### src/hpp_pkg.sv
// Purpose: shared constants and state type for the handshake parallel port
// Assumes: host register offsets as seen on the 4-bit port address
// Notes: data offset is shared by the input and output latches
package hpp_pkg;

  localparam int unsigned ADDR_W = 4;
  localparam int unsigned DATA_W = 8;

  // host register offsets
  localparam logic [3:0] OFS_DATA = 4'hc;
  localparam logic [3:0] OFS_STATUS = 4'hd;

  // status field positions
  localparam int unsigned ST_OUT_FREE = 0;
  localparam int unsigned ST_IN_AVAIL = 1;
  localparam int unsigned ST_ACK = 2;
  localparam int unsigned ST_STROBE = 3;

  // values after reset, and the byte read at unmapped offsets
  localparam logic [7:0] RST_BYTE = 8'h00;
  localparam logic RST_IN_AVAIL = 1'b0;
  localparam logic RST_IN_READY_N = 1'b0;
  localparam logic RST_DAV_N = 1'b1;
  localparam logic RST_DRV_EN = 1'b0;
  localparam logic [7:0] UNMAPPED_READ = 8'h00;

  // edge detector lanes
  localparam int unsigned EDGE_N = 2;
  localparam int unsigned LANE_STROBE = 0;
  localparam int unsigned LANE_ACK = 1;
  localparam logic [1:0] RST_LEVELS = 2'h3;

  typedef struct packed {
    logic [7:0] in_latch;
    logic in_avail;
    logic in_ready_n;
    logic rd_data;
    logic wr_data;
    logic [7:0] out_latch;
    logic dav_n;
    logic drv_en;
    logic [7:0] rdata;
  } hpp_state_t;

endpackage : hpp_pkg

### src/hpp_edge_if.sv
// Purpose: carries handshake line levels and their edges between modules
// Assumes: one clock domain
// Notes: edges are one-cycle pulses
`timescale 1ns/10ps
interface hpp_edge_if;
  logic [1:0] lvl;
  logic [1:0] rise;
  logic [1:0] fall;

  modport det
  (
    input lvl,
    output rise,
    output fall
  );

  modport use_edges
  (
    output lvl,
    input rise,
    input fall
  );
endinterface : hpp_edge_if

### src/hpp_edge_det.sv
// Purpose: edge detection on the handshake lines
// Assumes: lines synchronous to i_clk
// Notes: previous levels reset high, the idle level of the strobe line; ack idles low
`timescale 1ns/10ps
module hpp_edge_det
(
  // clock and reset
  input wire logic i_clk,
  input wire logic i_arst_n,
  // lines and edges
  hpp_edge_if.det e
);

  typedef struct packed {
    logic [1:0] prev;
  } hpp_edge_state_t;

  hpp_edge_state_t st_r;
  hpp_edge_state_t st_nxt;

  always_comb
  begin
    st_nxt = st_r;
    st_nxt.prev = e.lvl;
  end

  always_ff @(posedge i_clk or negedge i_arst_n)
  begin
    if (!i_arst_n)
    begin
      st_r <= '{prev: hpp_pkg::RST_LEVELS};
    end
    else
    begin
      st_r <= st_nxt;
    end
  end

  genvar g;
  generate
    for (g = 0; g < 2; g++)
    begin : g_lane
      assign e.rise[g] = e.lvl[g] & ~st_r.prev[g];
      assign e.fall[g] = ~e.lvl[g] & st_r.prev[g];
    end
  endgenerate

endmodule : hpp_edge_det

### src/hpp_port.sv
// Purpose: latched 8-bit parallel input and output port with handshaking
// Assumes: host strobes i_rd and i_wr are levels held for a whole access,
//   with i_addr stable while either is high; all inputs synchronous
// Notes: read data appears on o_rdata one cycle after the read is seen
//
// Overview of operation
// - data read returns input latch, ready goes high
// - status bit 1 shows input data available
// - status bit 3 mirrors the input strobe
// - input ready low only when port accepts
// - latch follows lines while strobe high
// - strobe fall captures, refuses, sets available
// - end of data read lowers ready
// - transparent mode: live data, ready high reading
// - data write loads latch, asserts data valid
// - status bit 0 shows output latch free
// - status bit 2 reflects acknowledge input
// - data valid active low; peripheral raises ack
// - acknowledge falling edge deasserts data valid
// - drivers always on or only ack high
// - data valid asserts at write end
// - direct mode: data valid pulses during write
// - bidirectional: drivers only during ack high
// - eight bit input and output paths
`timescale 1ns/10ps
module hpp_port
#(
  parameter int unsigned DATA_W = hpp_pkg::DATA_W,
  parameter int unsigned ADDR_W = hpp_pkg::ADDR_W
)
(
  // clock and reset
  input wire logic i_clk,
  input wire logic i_arst_n,

  // host register port
  input wire logic [ADDR_W-1:0] i_addr,
  input wire logic i_rd,
  input wire logic i_wr,
  input wire logic [DATA_W-1:0] i_wdata,
  output logic [DATA_W-1:0] o_rdata,

  // parallel input side
  input wire logic [DATA_W-1:0] i_input_data_lines,
  input wire logic i_input_latch_strobe_n,
  output logic o_input_ready_n,

  // parallel output side
  output logic [DATA_W-1:0] o_output_data_lines,
  output logic o_output_drive_en,
  output logic o_output_data_valid_n,
  input wire logic i_ack_n,

  // driver enable option: high keeps drivers on
  input wire logic i_drive_always
);

  hpp_pkg::hpp_state_t st_r;
  hpp_pkg::hpp_state_t st_nxt;

  hpp_edge_if edges();

  logic sel_data;
  logic sel_status;
  logic rd_data_now;
  logic wr_data_now;
  logic rd_data_end;
  logic wr_data_end;
  logic strobe_fall;
  logic ack_fall;
  logic [DATA_W-1:0] status_val;

  assign edges.lvl[hpp_pkg::LANE_STROBE] = i_input_latch_strobe_n;
  assign edges.lvl[hpp_pkg::LANE_ACK] = i_ack_n;

  hpp_edge_det u_edge
  (
    .i_clk(i_clk),
    .i_arst_n(i_arst_n),
    .e(edges)
  );

  assign strobe_fall = edges.fall[hpp_pkg::LANE_STROBE];
  assign ack_fall = edges.fall[hpp_pkg::LANE_ACK];

  // address decode
  always_comb
  begin
    sel_data = 1'b0;
    sel_status = 1'b0;
    if (i_addr == ADDR_W'(hpp_pkg::OFS_DATA))
    begin
      sel_data = 1'b1;
    end
    else if (i_addr == ADDR_W'(hpp_pkg::OFS_STATUS))
    begin
      sel_status = 1'b1;
    end
  end

  // a read and a write at once is not a legal host cycle; read is ignored
  assign rd_data_now = i_rd & ~i_wr & sel_data;
  assign wr_data_now = i_wr & sel_data;
  assign rd_data_end = st_r.rd_data & ~rd_data_now;
  assign wr_data_end = st_r.wr_data & ~wr_data_now;

  // status byte; unused bits read zero
  always_comb
  begin
    status_val = '0;
    status_val[hpp_pkg::ST_OUT_FREE] = st_r.dav_n;
    status_val[hpp_pkg::ST_IN_AVAIL] = st_r.in_avail;
    status_val[hpp_pkg::ST_ACK] = i_ack_n;
    status_val[hpp_pkg::ST_STROBE] = i_input_latch_strobe_n;
  end

  always_comb
  begin
    st_nxt = st_r;
    st_nxt.rd_data = rd_data_now;
    st_nxt.wr_data = wr_data_now;

    // input latch: open while strobe is high, held while low
    if (i_input_latch_strobe_n)
    begin
      st_nxt.in_latch = i_input_data_lines;
    end

    // available flag: a strobe fall in the same cycle as a read end wins
    if (strobe_fall)
    begin
      st_nxt.in_avail = 1'b1;
    end
    else if (rd_data_end)
    begin
      st_nxt.in_avail = 1'b0;
    end

    // ready refuses data while a byte waits or the host is reading;
    // in transparent mode the flag never sets, so only the read counts
    st_nxt.in_ready_n = st_nxt.in_avail | rd_data_now;

    // output latch and data valid
    if (wr_data_now)
    begin
      st_nxt.out_latch = i_wdata;
      // high for the whole write gives the strobe pulse in direct mode
      st_nxt.dav_n = 1'b1;
    end
    else if (wr_data_end)
    begin
      st_nxt.dav_n = 1'b0;
    end
    else if (ack_fall)
    begin
      st_nxt.dav_n = 1'b1;
    end

    // drivers: forced on by the option, else only in the ack-high window
    st_nxt.drv_en = i_drive_always | i_ack_n;

    // read data
    if (i_rd & ~i_wr)
    begin
      if (sel_data)
      begin
        st_nxt.rdata = st_r.in_latch;
      end
      else if (sel_status)
      begin
        st_nxt.rdata = status_val;
      end
      else
      begin
        st_nxt.rdata = hpp_pkg::UNMAPPED_READ;
      end
    end
  end

  always_ff @(posedge i_clk or negedge i_arst_n)
  begin
    if (!i_arst_n)
    begin
      st_r <= '{
        in_latch: hpp_pkg::RST_BYTE,
        in_avail: hpp_pkg::RST_IN_AVAIL,
        in_ready_n: hpp_pkg::RST_IN_READY_N,
        rd_data: 1'b0,
        wr_data: 1'b0,
        out_latch: hpp_pkg::RST_BYTE,
        dav_n: hpp_pkg::RST_DAV_N,
        drv_en: hpp_pkg::RST_DRV_EN,
        rdata: hpp_pkg::RST_BYTE
      };
    end
    else
    begin
      st_r <= st_nxt;
    end
  end

  // every output straight from the state register
  assign o_rdata = st_r.rdata;
  assign o_input_ready_n = st_r.in_ready_n;
  assign o_output_data_lines = st_r.out_latch;
  assign o_output_drive_en = st_r.drv_en;
  assign o_output_data_valid_n = st_r.dav_n;

endmodule : hpp_port

### config.mk
export PLATFORM = sky130hd
export DESIGN_NAME = hpp_port
export DESIGN_NICKNAME = d
export VERILOG_FILES = /design/src/hpp_pkg.sv /design/src/hpp_edge_if.sv /design/src/hpp_edge_det.sv /design/src/hpp_port.sv
export SDC_FILE = /design/constraint.sdc
export NUM_CORES = 1
export LEC_CHECK = 0
export ABC_AREA = 1
export BUFFER_PORTS_ARGS = -buffer_cell sky130_fd_sc_hd__buf_2
export CORE_MARGIN = 3
export CORE_UTILIZATION = 55
export CTS_BUF_LIST = sky130_fd_sc_hd__clkbuf_4
export DETAILED_ROUTE_END_ITERATION = 10
export PLACE_DENSITY = 0.95
export SKIP_LAST_GASP = 1
export SYNTH_ARGS = -nofsm -noshare
export SYNTH_HDL_FRONTEND = slang
export SYNTH_SLANG_ARGS = --single-unit
export TNS_END_PERCENT = 10
### constraint.sdc
create_clock -name i_clk -period 1.71 [get_ports i_clk]
set_input_delay 0.171 -clock i_clk [delete_from_list [all_inputs] [get_ports i_clk]]
set_output_delay 0.171 -clock i_clk [all_outputs]
set_load 0.01 [all_outputs]
* After elaboration in Yosys (flattened, before gate mapping)
Index checks and enable logic that the tools add are counted.
** Cells by class
- Equal/unequal tests :: 2
- Multiplexer cells :: 10
- Bitwise gates (word level) :: 14
- Reductions and logical operators :: 1
** Operators by type and width (count)
- == test 4 bit, second input constant :: 2
- two-way mux 1 bit :: 8
- two-way mux 8 bit :: 1
- AND 1 bit :: 7
- NOT 1 bit :: 5
- two-way mux 4 bit :: 1
- nonzero test 3 bit :: 1
- OR 1 bit :: 2
** Word-level totals
- Flip-flop bits (word level) :: 32
- Input bits :: 27
- Output and inout port bits :: 19
- Word-level logic and storage cells :: 37

* Longest topological paths before layout
Gate-level depths: netlist (run 1).
- Word-level depth :: 8
- Gate-level depth with buffers :: 6
- Depth with buffers taken out :: 6

* Hierarchy
Synthesis (run 1) repeated with hierarchy kept, for this count alone.
** Second synthesis, totals
- Cells, all modules :: 143
- Area total of the unflattened synthesis :: 1406.3 µm²
** Modules (own cells, without submodules)
- hpp_port :: instances 1, cells each 133, area each 1323.8 µm², sequential area each 752.0 µm²
- hpp_edge_det :: instances 1, cells each 10, area each 82.6 µm², sequential area each 52.6 µm²

* Worst setup path after synthesis (run 1)
OpenSTA, ideal clock, no wires.
- Kind :: register to register
- Start :: register o_output_data_valid_n (netlist name)
- End :: register st_r (netlist bit o_output_data_valid_n)
- Setup time :: 0.079 ns
- Arrival time :: 0.705 ns
- Required time :: 1.631 ns
- Slack :: 0.926 ns
- Cell stages (with the launch flop) :: 3
- Buffers on the path :: 0
- Period minus slack after synthesis :: 0.784 ns
- Cell sequence :: dfstp_2 a21oi_1 o21ai_0
** RTL lines
- end signal, assigned :: line hpp_port.sv:184 : st_r <= '{
- end signal, assigned :: line hpp_port.sv:198 : st_r <= st_nxt;
- end, declared :: line hpp_port.sv:58 : hpp_pkg::hpp_state_t st_r;

* Final worst setup path (run 1)
- Start :: register st_r (netlist bit o_output_data_valid_n)
- End :: output port o_output_data_valid_n
** RTL lines
- end, declared :: line hpp_port.sv:51 : output logic o_output_data_valid_n,
No word-level cell between the ends.

==> summary by stage, run 1 <==
CTS
Buffers inserted during clock tree synthesis total 5. The clock reaches the later pin of the worst-skew pair after 320 ps. The clock edge transition at the registers on the reported setup and hold paths is 90 ps. The sink count of the clock tree is 32. The CTS tree is yes. The clock root buffer master is sky130_fd_sc_hd__clkbuf_4. The H-tree depth is 2. After clock tree synthesis, the setup repair step added 0 buffers. The buffer depth of the longest clock path is 2.

Worst hold path
The path category of the worst min-delay check is in2reg.

GRT
The overall global routing resource usage is 0.1972. The initial antenna violation count is 0. The met3 demand-to-capacity share in global routing is 0.03016. For this run, global-route usage on met1 was measured as 0.2356. The wire length of the first global-routing pass is 4795 um. The global-route layer with the greatest usage is met2.

The via count of the first global-routing pass is 1044. Global routing finished with a remaining overflow of 0. The maximum number of pins on one net before global-route repair is 33. The met2 track demand over resource in global routing is 0.3456.

Floorplanning
The die covers 3156 um^2. The die is 56.18 um tall. The total I/O pin count is 46. The core region is 2297 um^2. The effective utilization at floorplan is 0.6029. After floorplanning, the core was divided into 17 placement rows. From left edge to right edge, the die measures 56.18 um.

STA
Across all setup checks in the final design, the least slack found is 538.8 ps. Across all hold checks on the routed design, the worst slack comes to 33.45 ps. The share of the cycle needed by the critical path after routing is 0.6849. The maximum clock skew at final layout is 3.619 ps. The number of pins with negative max-slew slack in the final report is 0.

The maximum achievable frequency is 0.8539 GHz. Setup repair after global routing left no endpoint under its margin. In the final timing run, aggregate negative setup slack is 0 ps. The measured slew at the worst slew-check pin is 669.9 ps. The number of hold violations in the final report came to 0. After layout, the minimum clock period comes to 1171 ps. The final setup violation count is 0.

The headroom to the max-slew limit is 0.5534.

Setup path
The slowest stage of the critical path belongs to the cell sky130_fd_sc_hd__dfstp_2. The sort of element at the end of the critical path is an output port. The critical path launch point type is a register. Data on the critical path is required at its endpoint by 1540 ps. The data arrival at the endpoint of the critical path is 1000 ps. The critical path goes through buf_2.

The class of the most critical setup path is reg2out. Along the worst path, the maximum fanout reaches 3. On the worst path, the slowest cell contributes a delay of 550 ps. The dominant delay contributor by cell family on the critical path is flip-flops.

The buffering stage count on the worst path with inverters included is 1.

Status
The run finished with clean final reports.

Layout
The antenna cell count is 0. The share of post-route cells with drive strength above 1 is 0.3497. The layout-stage area growth over the synthesis result is 16.98%. After the last flow step, the layout net total stands at 209.

The top cell types in the final layout, fill and taps aside, are sky130_fd_sc_hd__nand2_1 (54), sky130_fd_sc_hd__buf_2 (45), sky130_fd_sc_hd__dfrtp_1 (29), sky130_fd_sc_hd__inv_1 (10), sky130_fd_sc_hd__nand3_1 (8). Leaving out fill and tap cells, the most frequent cell in the layout is sky130_fd_sc_hd__nand2_1.

Place
Port buffering added 45 buffers. The weighted congestion at the end of routability-driven global placement is 0.7739. The wire-length estimate of the detail-placed layout is 2052 um. The worst-case setup slack after placement is 715.5 ps.

Routing
The post-detailed-routing wire length is 2827 um. For this run, design rule violations remaining after detail routing come to 0. For this run, the detailed router's first-pass iteration total came to 4.

The number of violations reported at the end of detailed-routing iteration 0 is 27. The average wire per cell in the routed design is 13.40 um. The mean number of vias per cell is 4.943. The via total after detailed routing is 1043. The final antenna-violating net count is 0.

Logic synthesis
Of the post-synthesis cell area, the dominant cell type holds 0.5239. Summing every instance area after synthesis gives 1385 um^2. The synthesized netlist contains 19 unique library cells. The mean cell area of the mapped netlist is 9.552 um^2. Summed over all instances, the cell type with the most area after synthesis is sky130_fd_sc_hd__dfrtp_1.

The number of synthesized register bits is 32. The share of the synthesized area in compound gates (AO/OA/AOI/OAI) is 0.04155. By area the synthesized netlist is led by sky130_fd_sc_hd__dfrtp_1 (52%), sky130_fd_sc_hd__nand2_1 (15%), sky130_fd_sc_hd__buf_4 (8.7%). During synthesis, Yosys emitted a total of 0 warnings. The main combinational cell family by area after synthesis is simple AND/OR/NAND/NOR gates. The post-synth net total is 172.

The post-synthesis adder-cell area fraction is 0. Of the total synthesized cell area, the portion taken by AND, OR, NAND and NOR gates is 0.2484. Synthesis produced a netlist whose cell count is 145.

For this run, the register share of the synthesized area comes to 0.5808. Of the total synthesized cell area, the portion taken by XOR and XNOR cells is 0. The portion of synthesized area spent on multiplexers is 0.

Power and ir drop
The leakage power summed over all cells is 0.9085 nW. VDD sags by at most 0.8976 mV. Dividing total power by cell area gives a power density of 1025 nW/um^2.

Run
Across the run, the number of max-cap violations was 0.
==> per-stage QoR <==
stage	instance area (um^2)	utilization	std cells	power, mW
2_1_floorplan	1385	-	145	1.048
3_5_place_dp	1520	0.6618	201	1.108
4_1_cts	1620	0.7053	211	1.669
3_3_place_gp	1520	0.6618	201	1.096
6_report	1620	0.7053	211	1.661
5_1_grt	1620	0.7053	211	1.743
==> Yosys cell counts (all sizes together) <==
master,number
nand2,54
or2,1
inv,12
nand3,10
buf,17
nand4,4
dfstp,3
a21oi,1
o211ai,1
o21ai,9
dfrtp,29
clkinv,1
nor2,3
==> worst register-to-register path, cell delays in order (launching register included) <==
cell and delay [ps]:
sky130_fd_sc_hd__dfstp_2 550, sky130_fd_sc_hd__a21oi_1 50, sky130_fd_sc_hd__o21ai_0 160
==> final timing paths <==
kind / to / cells after the start / startpoint / slack [ps]
max in group asynchronous: st_r[27]$_DFFE_PN0P_ / 2 / i_arst_n / 860
max: o_output_data_valid_n / 1 / o_output_data_valid_n$_DFFE_PN1P_ / 540
min: o_output_data_lines[2]$_DFFE_PN0P_ / 3 / i_wdata[2] / 30
min reg2reg: o_output_data_valid_n$_DFFE_PN1P_ / 1 / st_r[18]$_DFF_PN0_ / 430
min in group asynchronous: o_rdata[0]$_DFFE_PN0N_ / 2 / i_arst_n / 420
max reg2reg: o_output_data_valid_n$_DFFE_PN1P_ / 2 / o_output_data_valid_n$_DFFE_PN1P_ / 870
==> cell type report <==
type / count / area [um^2]
Inverter: 13 / 53.80
Fill cell: 163 / 676.9
Sequential cell: 32 / 804.5
Clock inverter: 2 / 35.03
Tap cell: 28 / 35.03
Timing Repair Buffer: 47 / 245.2
Clock buffer: 6 / 45.04
Multi-Input combinational cell: 83 / 401.6
==> power by group <==
group | internal (mW) | switching [mW]
logic | 0.0945 | 0.136
registers | 0.830 | 0.0359
clock network | 0.322 | 0.243
total | 1.25 | 0.414
==> routing by layer <==
layer	share of wire	vias up
met5	0	-
met4	0.017	0
met3	0.047	7
met2	0.55	34
met1	0.39	488
li1	-	514
==> flip-flops by register name, summed over array words and instances, names as in the netlist <==
name                   flops
o_output_drive_en          1
o_output_data_lines        8
u_edge.st_r                2
st_r                      11
o_output_data_valid_n      1
o_input_ready_n            1
o_rdata                    8
==> repair_timing <==
| item | in CTS | in global routing |
|---|---|---|
| hold endpoints to repair | 30 | 0 |
| resized for setup | 0 | 0 |
| hold buffers | 2 | 0 |
==> cells by family after synthesis <==
logic type | after synthesis
compound gates | 11
buf+inv | 30
flops | 32
simple gates | 72
Note: power is estimated with default switching activity, not from simulation.
==> inputs of run 2 (changes only) <==
Settings changed: CORE_UTILIZATION 55 to 51, PLACE_DENSITY 0.95 to 0.91.
Clock period 1.71 ns to 1.2 ns, I/O delays scaled along.
==> run 2 against run 1 <==
  * Die area up 7.0%
  * Largest cell class unchanged
  * Final cell count is 9.5% higher
  * Routed wire length up 12%
  * Final area grew 11%
  * Clock skew is 5.2 ps higher
  * Via count rose by 7.3%
  * Critical path depth unchanged
  * First-iteration DRC count up 26%
  * Sequential share of layout area is 4.8 points lower
==> summary by stage, run 2 (same netlist as run 1, synthesis figures left out) <==
STA
The number of pins with negative max-slew slack in the final report came to 0 (unchanged). The number of hold violations in the final report is 0 (unchanged). The aggregate negative setup slack is 0 ps (unchanged). Setup repair after global routing left no endpoint under its margin. The headroom to the max-slew limit is 0.7389 (+0.1856). The maximum achievable frequency is 0.8676 GHz. The maximum clock skew at final layout is 8.839 ps (+5.220 ps). The measured slew at the worst slew-check pin came to 391.6 ps (-278.4 ps).

The smallest clock period supported by the final layout is computed as 1153 ps. The final setup violation count was 0 (unchanged). Of the available clock period, the critical path in the final layout requires 0.9605.

Layout
The combined area of the multi-input logic cells came to 401.6 um^2 (unchanged). The post-route standard cell area excluding fillers is 1795 um^2 (+11%). Counting flops per register, the top entry is st_r. The post-layout instance count excluding filler cells is 231 (+9.5%).

The net total in the final layout is 227 (+8.6%). The layout-stage area growth over the synthesis result is 29.63%. The flip-flop count of the largest register, all copies and words added was 11 (unchanged).

The sequential standard cell area is 804.5 um^2 (unchanged). The share of post-route cells with drive strength above 1 is 0.3134 (-0.03629). The library cell used most frequently in the layout, excluding fill and tap cells, is sky130_fd_sc_hd__nand2_1. Leaving out fill and tap cells, the most frequent cells in the layout are sky130_fd_sc_hd__nand2_1 (54), sky130_fd_sc_hd__buf_2 (45), sky130_fd_sc_hd__dfrtp_1 (29), sky130_fd_sc_hd__dlygate4sd3_1 (19), sky130_fd_sc_hd__inv_1 (10).

The antenna cell count was 0 (unchanged). The total of fill cells in the finished design is 176 (+8.0%).

Setup path
By startpoint and endpoint, the worst setup path is classified as reg2out. The worst setup path is launched from a register. The most critical setup path has its startpoint at o_output_data_valid_n$_DFFE_PN1P_.

On the critical path, the stage with the largest delay is an instance of sky130_fd_sc_hd__dfstp_2. The buffering stage count on the worst path with inverters included was 1 (unchanged). The signal on the critical path passes through buf_2. The data required time at the worst endpoint was 1080 ps (-460 ps). The highest fanout seen on the critical path was 3 (unchanged). The sort of element at the end of the critical path is an output port. The dominant delay contributor by cell family on the critical path is flip-flops. The data arrival at the endpoint of the critical path is 1030 ps (+30 ps).

The startpoint identified for the worst register-to-register timing path is o_output_data_valid_n$_DFFE_PN1P_. The peak per-stage delay on the critical path came to 560 ps (about the same).

Routing
The post-detailed-routing wire length was 3162 um (+12%). The post-route DRC violation count was 0 (unchanged). The average wire per cell in the routed design is 13.69 um (+2.2%).

The final antenna-violating net count is 0 (unchanged). The mean number of vias per cell is 4.844 (-2.0%). The via total after detailed routing was 1119 (+7.3%). The number of iterations in the first detailed-routing pass came to 4 (unchanged).

The number of violations reported at the end of detailed-routing iteration 0 is 34 (+26%).

Place
The post-DP HPWL is 1861 um (-9.3%). The weighted congestion at the end of routability-driven global placement is 0.7528 (-2.7%). The placed instance count is 204 (+1.5%).

The number of port buffers is 45 (unchanged). The total cell area at the placement stage is 1530 um^2 (+0.66%).

Power and ir drop
The internal power component is 1.780 mW (+43%). The total power of the final layout came to 2.415 mW (+45%). The total power per unit cell area is 1345 nW/um^2 (+31%). The switching power is 0.6343 mW (+53%). The combinational share of power came to 0.158 (+0.019).

The leakage power summed over all cells is 0.9790 nW (+7.8%). The proportion of total power due to net switching came to 0.2627 (+0.01313). The power share of the clock group is 0.330 (-0.010).

The largest voltage drop on the vdd net was 1.161 mV (+29%). The register share of total power is 0.511 (-0.010).

GRT
The maximum number of pins on one net before global-route repair is 33 (unchanged). The overall global routing resource usage is 0.2060 (+0.008796). The initial antenna violation count is 0 (unchanged). The via count of the first global-routing pass is 1082 (+3.6%). The global route total overflow is 0 (unchanged).

The wire length of the first global-routing pass is 5092 um (+6.2%).

CTS
The H-tree depth is 2 (unchanged). The buffer count from post-CTS setup fixing came to 0 (unchanged). The latest clock arrival within the worst-skew pair is 340 ps (+20 ps). The clock root buffer master is sky130_fd_sc_hd__clkbuf_4.

The sink count of the clock tree is 32 (unchanged). The number of buffers inserted for hold repair after clock tree synthesis is 19 (+17). The buffer depth of the longest clock path was 2 (unchanged).

The clock edge transition at the registers on the reported setup and hold paths came to 100 ps (about the same). The count of cells resized by post-cts repair was 0 (unchanged). The number of buffers created by CTS is 5 (unchanged).

The CTS tree is yes.

Floorplanning
The width of the chip is 58.12 um (+3.4%). The total I/O pin count is 46 (unchanged). The die footprint is 3377 um^2 (+7.0%).

The effective utilization at floorplan is 0.5491 (-0.05383). The area of the core is 2522 um^2 (+9.8%). The chip height came to 58.12 um (+3.4%). The number of rows created at floorplan is 18 (+1).

Worst hold path
In this run the worst hold path is classified as in2reg. The worst hold path startpoint is i_input_data_lines[6].

Run
The number of max-capacitance violations reported came to 0 (unchanged).

Status
The run finished with clean final reports.
[run 2: routing by layer]
metal	part of all wire	GRT usage	up-vias
li1	-	-	552
met1	0.39	0.2299	523
met2	0.53	0.3597	34
met3	0.060	0.08241	10
met4	0.017	0.06291	0
met5	0	0	-
[run 2: power groups by stage]
| stage | Clock, mW | Combinational (mW) | Sequential [mW] |
|---|---|---|---|
| 3_3_place_gp | 0 | 0.318 | 1.25 |
| 4_1_cts | 0.792 | 0.375 | 1.23 |
| 2_1_floorplan | 0 | 0.249 | 1.24 |
| 3_5_place_dp | 0 | 0.326 | 1.25 |
| 6_report | 0.797 | 0.382 | 1.23 |
| 5_1_grt | 0.847 | 0.426 | 1.25 |
[run 2: final timing paths]
| check | cells past startpoint | endpoint | slack, ps |
|---|---|---|---|
| max in group asynchronous | 3 | u_edge.st_r[0]$_DFF_PN1_ | 540 |
| worst max register to register | 2 | o_output_data_valid_n$_DFFE_PN1P_ | 350 |
| worst min register to register | 1 | o_output_data_valid_n$_DFFE_PN1P_ | 440 |
| min in group asynchronous | 3 | o_output_drive_en$_DFF_PN0_ | 340 |
| worst min-delay path | 3 | st_r[28]$_DFFE_PN0P_ | 90 |
| worst max-delay path | 1 | o_output_data_valid_n | 50 |
[run 2: layout make-up]
| type | instances | share of cell area |
|---|---|---|
| repair buffers | 65 | 0.2355 |
| clock inverters | 3 | 0.02091 |
| well taps | 30 | 0.02091 |
| multi-input cells | 83 | 0.2237 |
| inverters | 13 | 0.02997 |
| clock buffers | 5 | 0.02091 |
| flip-flops and latches | 32 | 0.4481 |
[run 2: metrics by stage]
| stage | utilization | setup WS [ps] | hold WS [ps] |
|---|---|---|---|
| global route | 0.7118 | 25.66 | 86.60 |
| detailed placement | 0.6066 | 257.9 | 155.1 |
| floorplan | - | 416.3 | -175.6 |
| CTS | 0.7118 | 56.81 | 4.932 |
| finish | 0.7118 | 47.38 | 89.09 |
| global placement | 0.6066 | 313.7 | 150.9 |
[run 2: tightest hold or removal path, cell delays in order]
cell	delay (ps)
sky130_fd_sc_hd__buf_2	90
sky130_fd_sc_hd__nand2_1	70
sky130_fd_sc_hd__o21ai_0	100
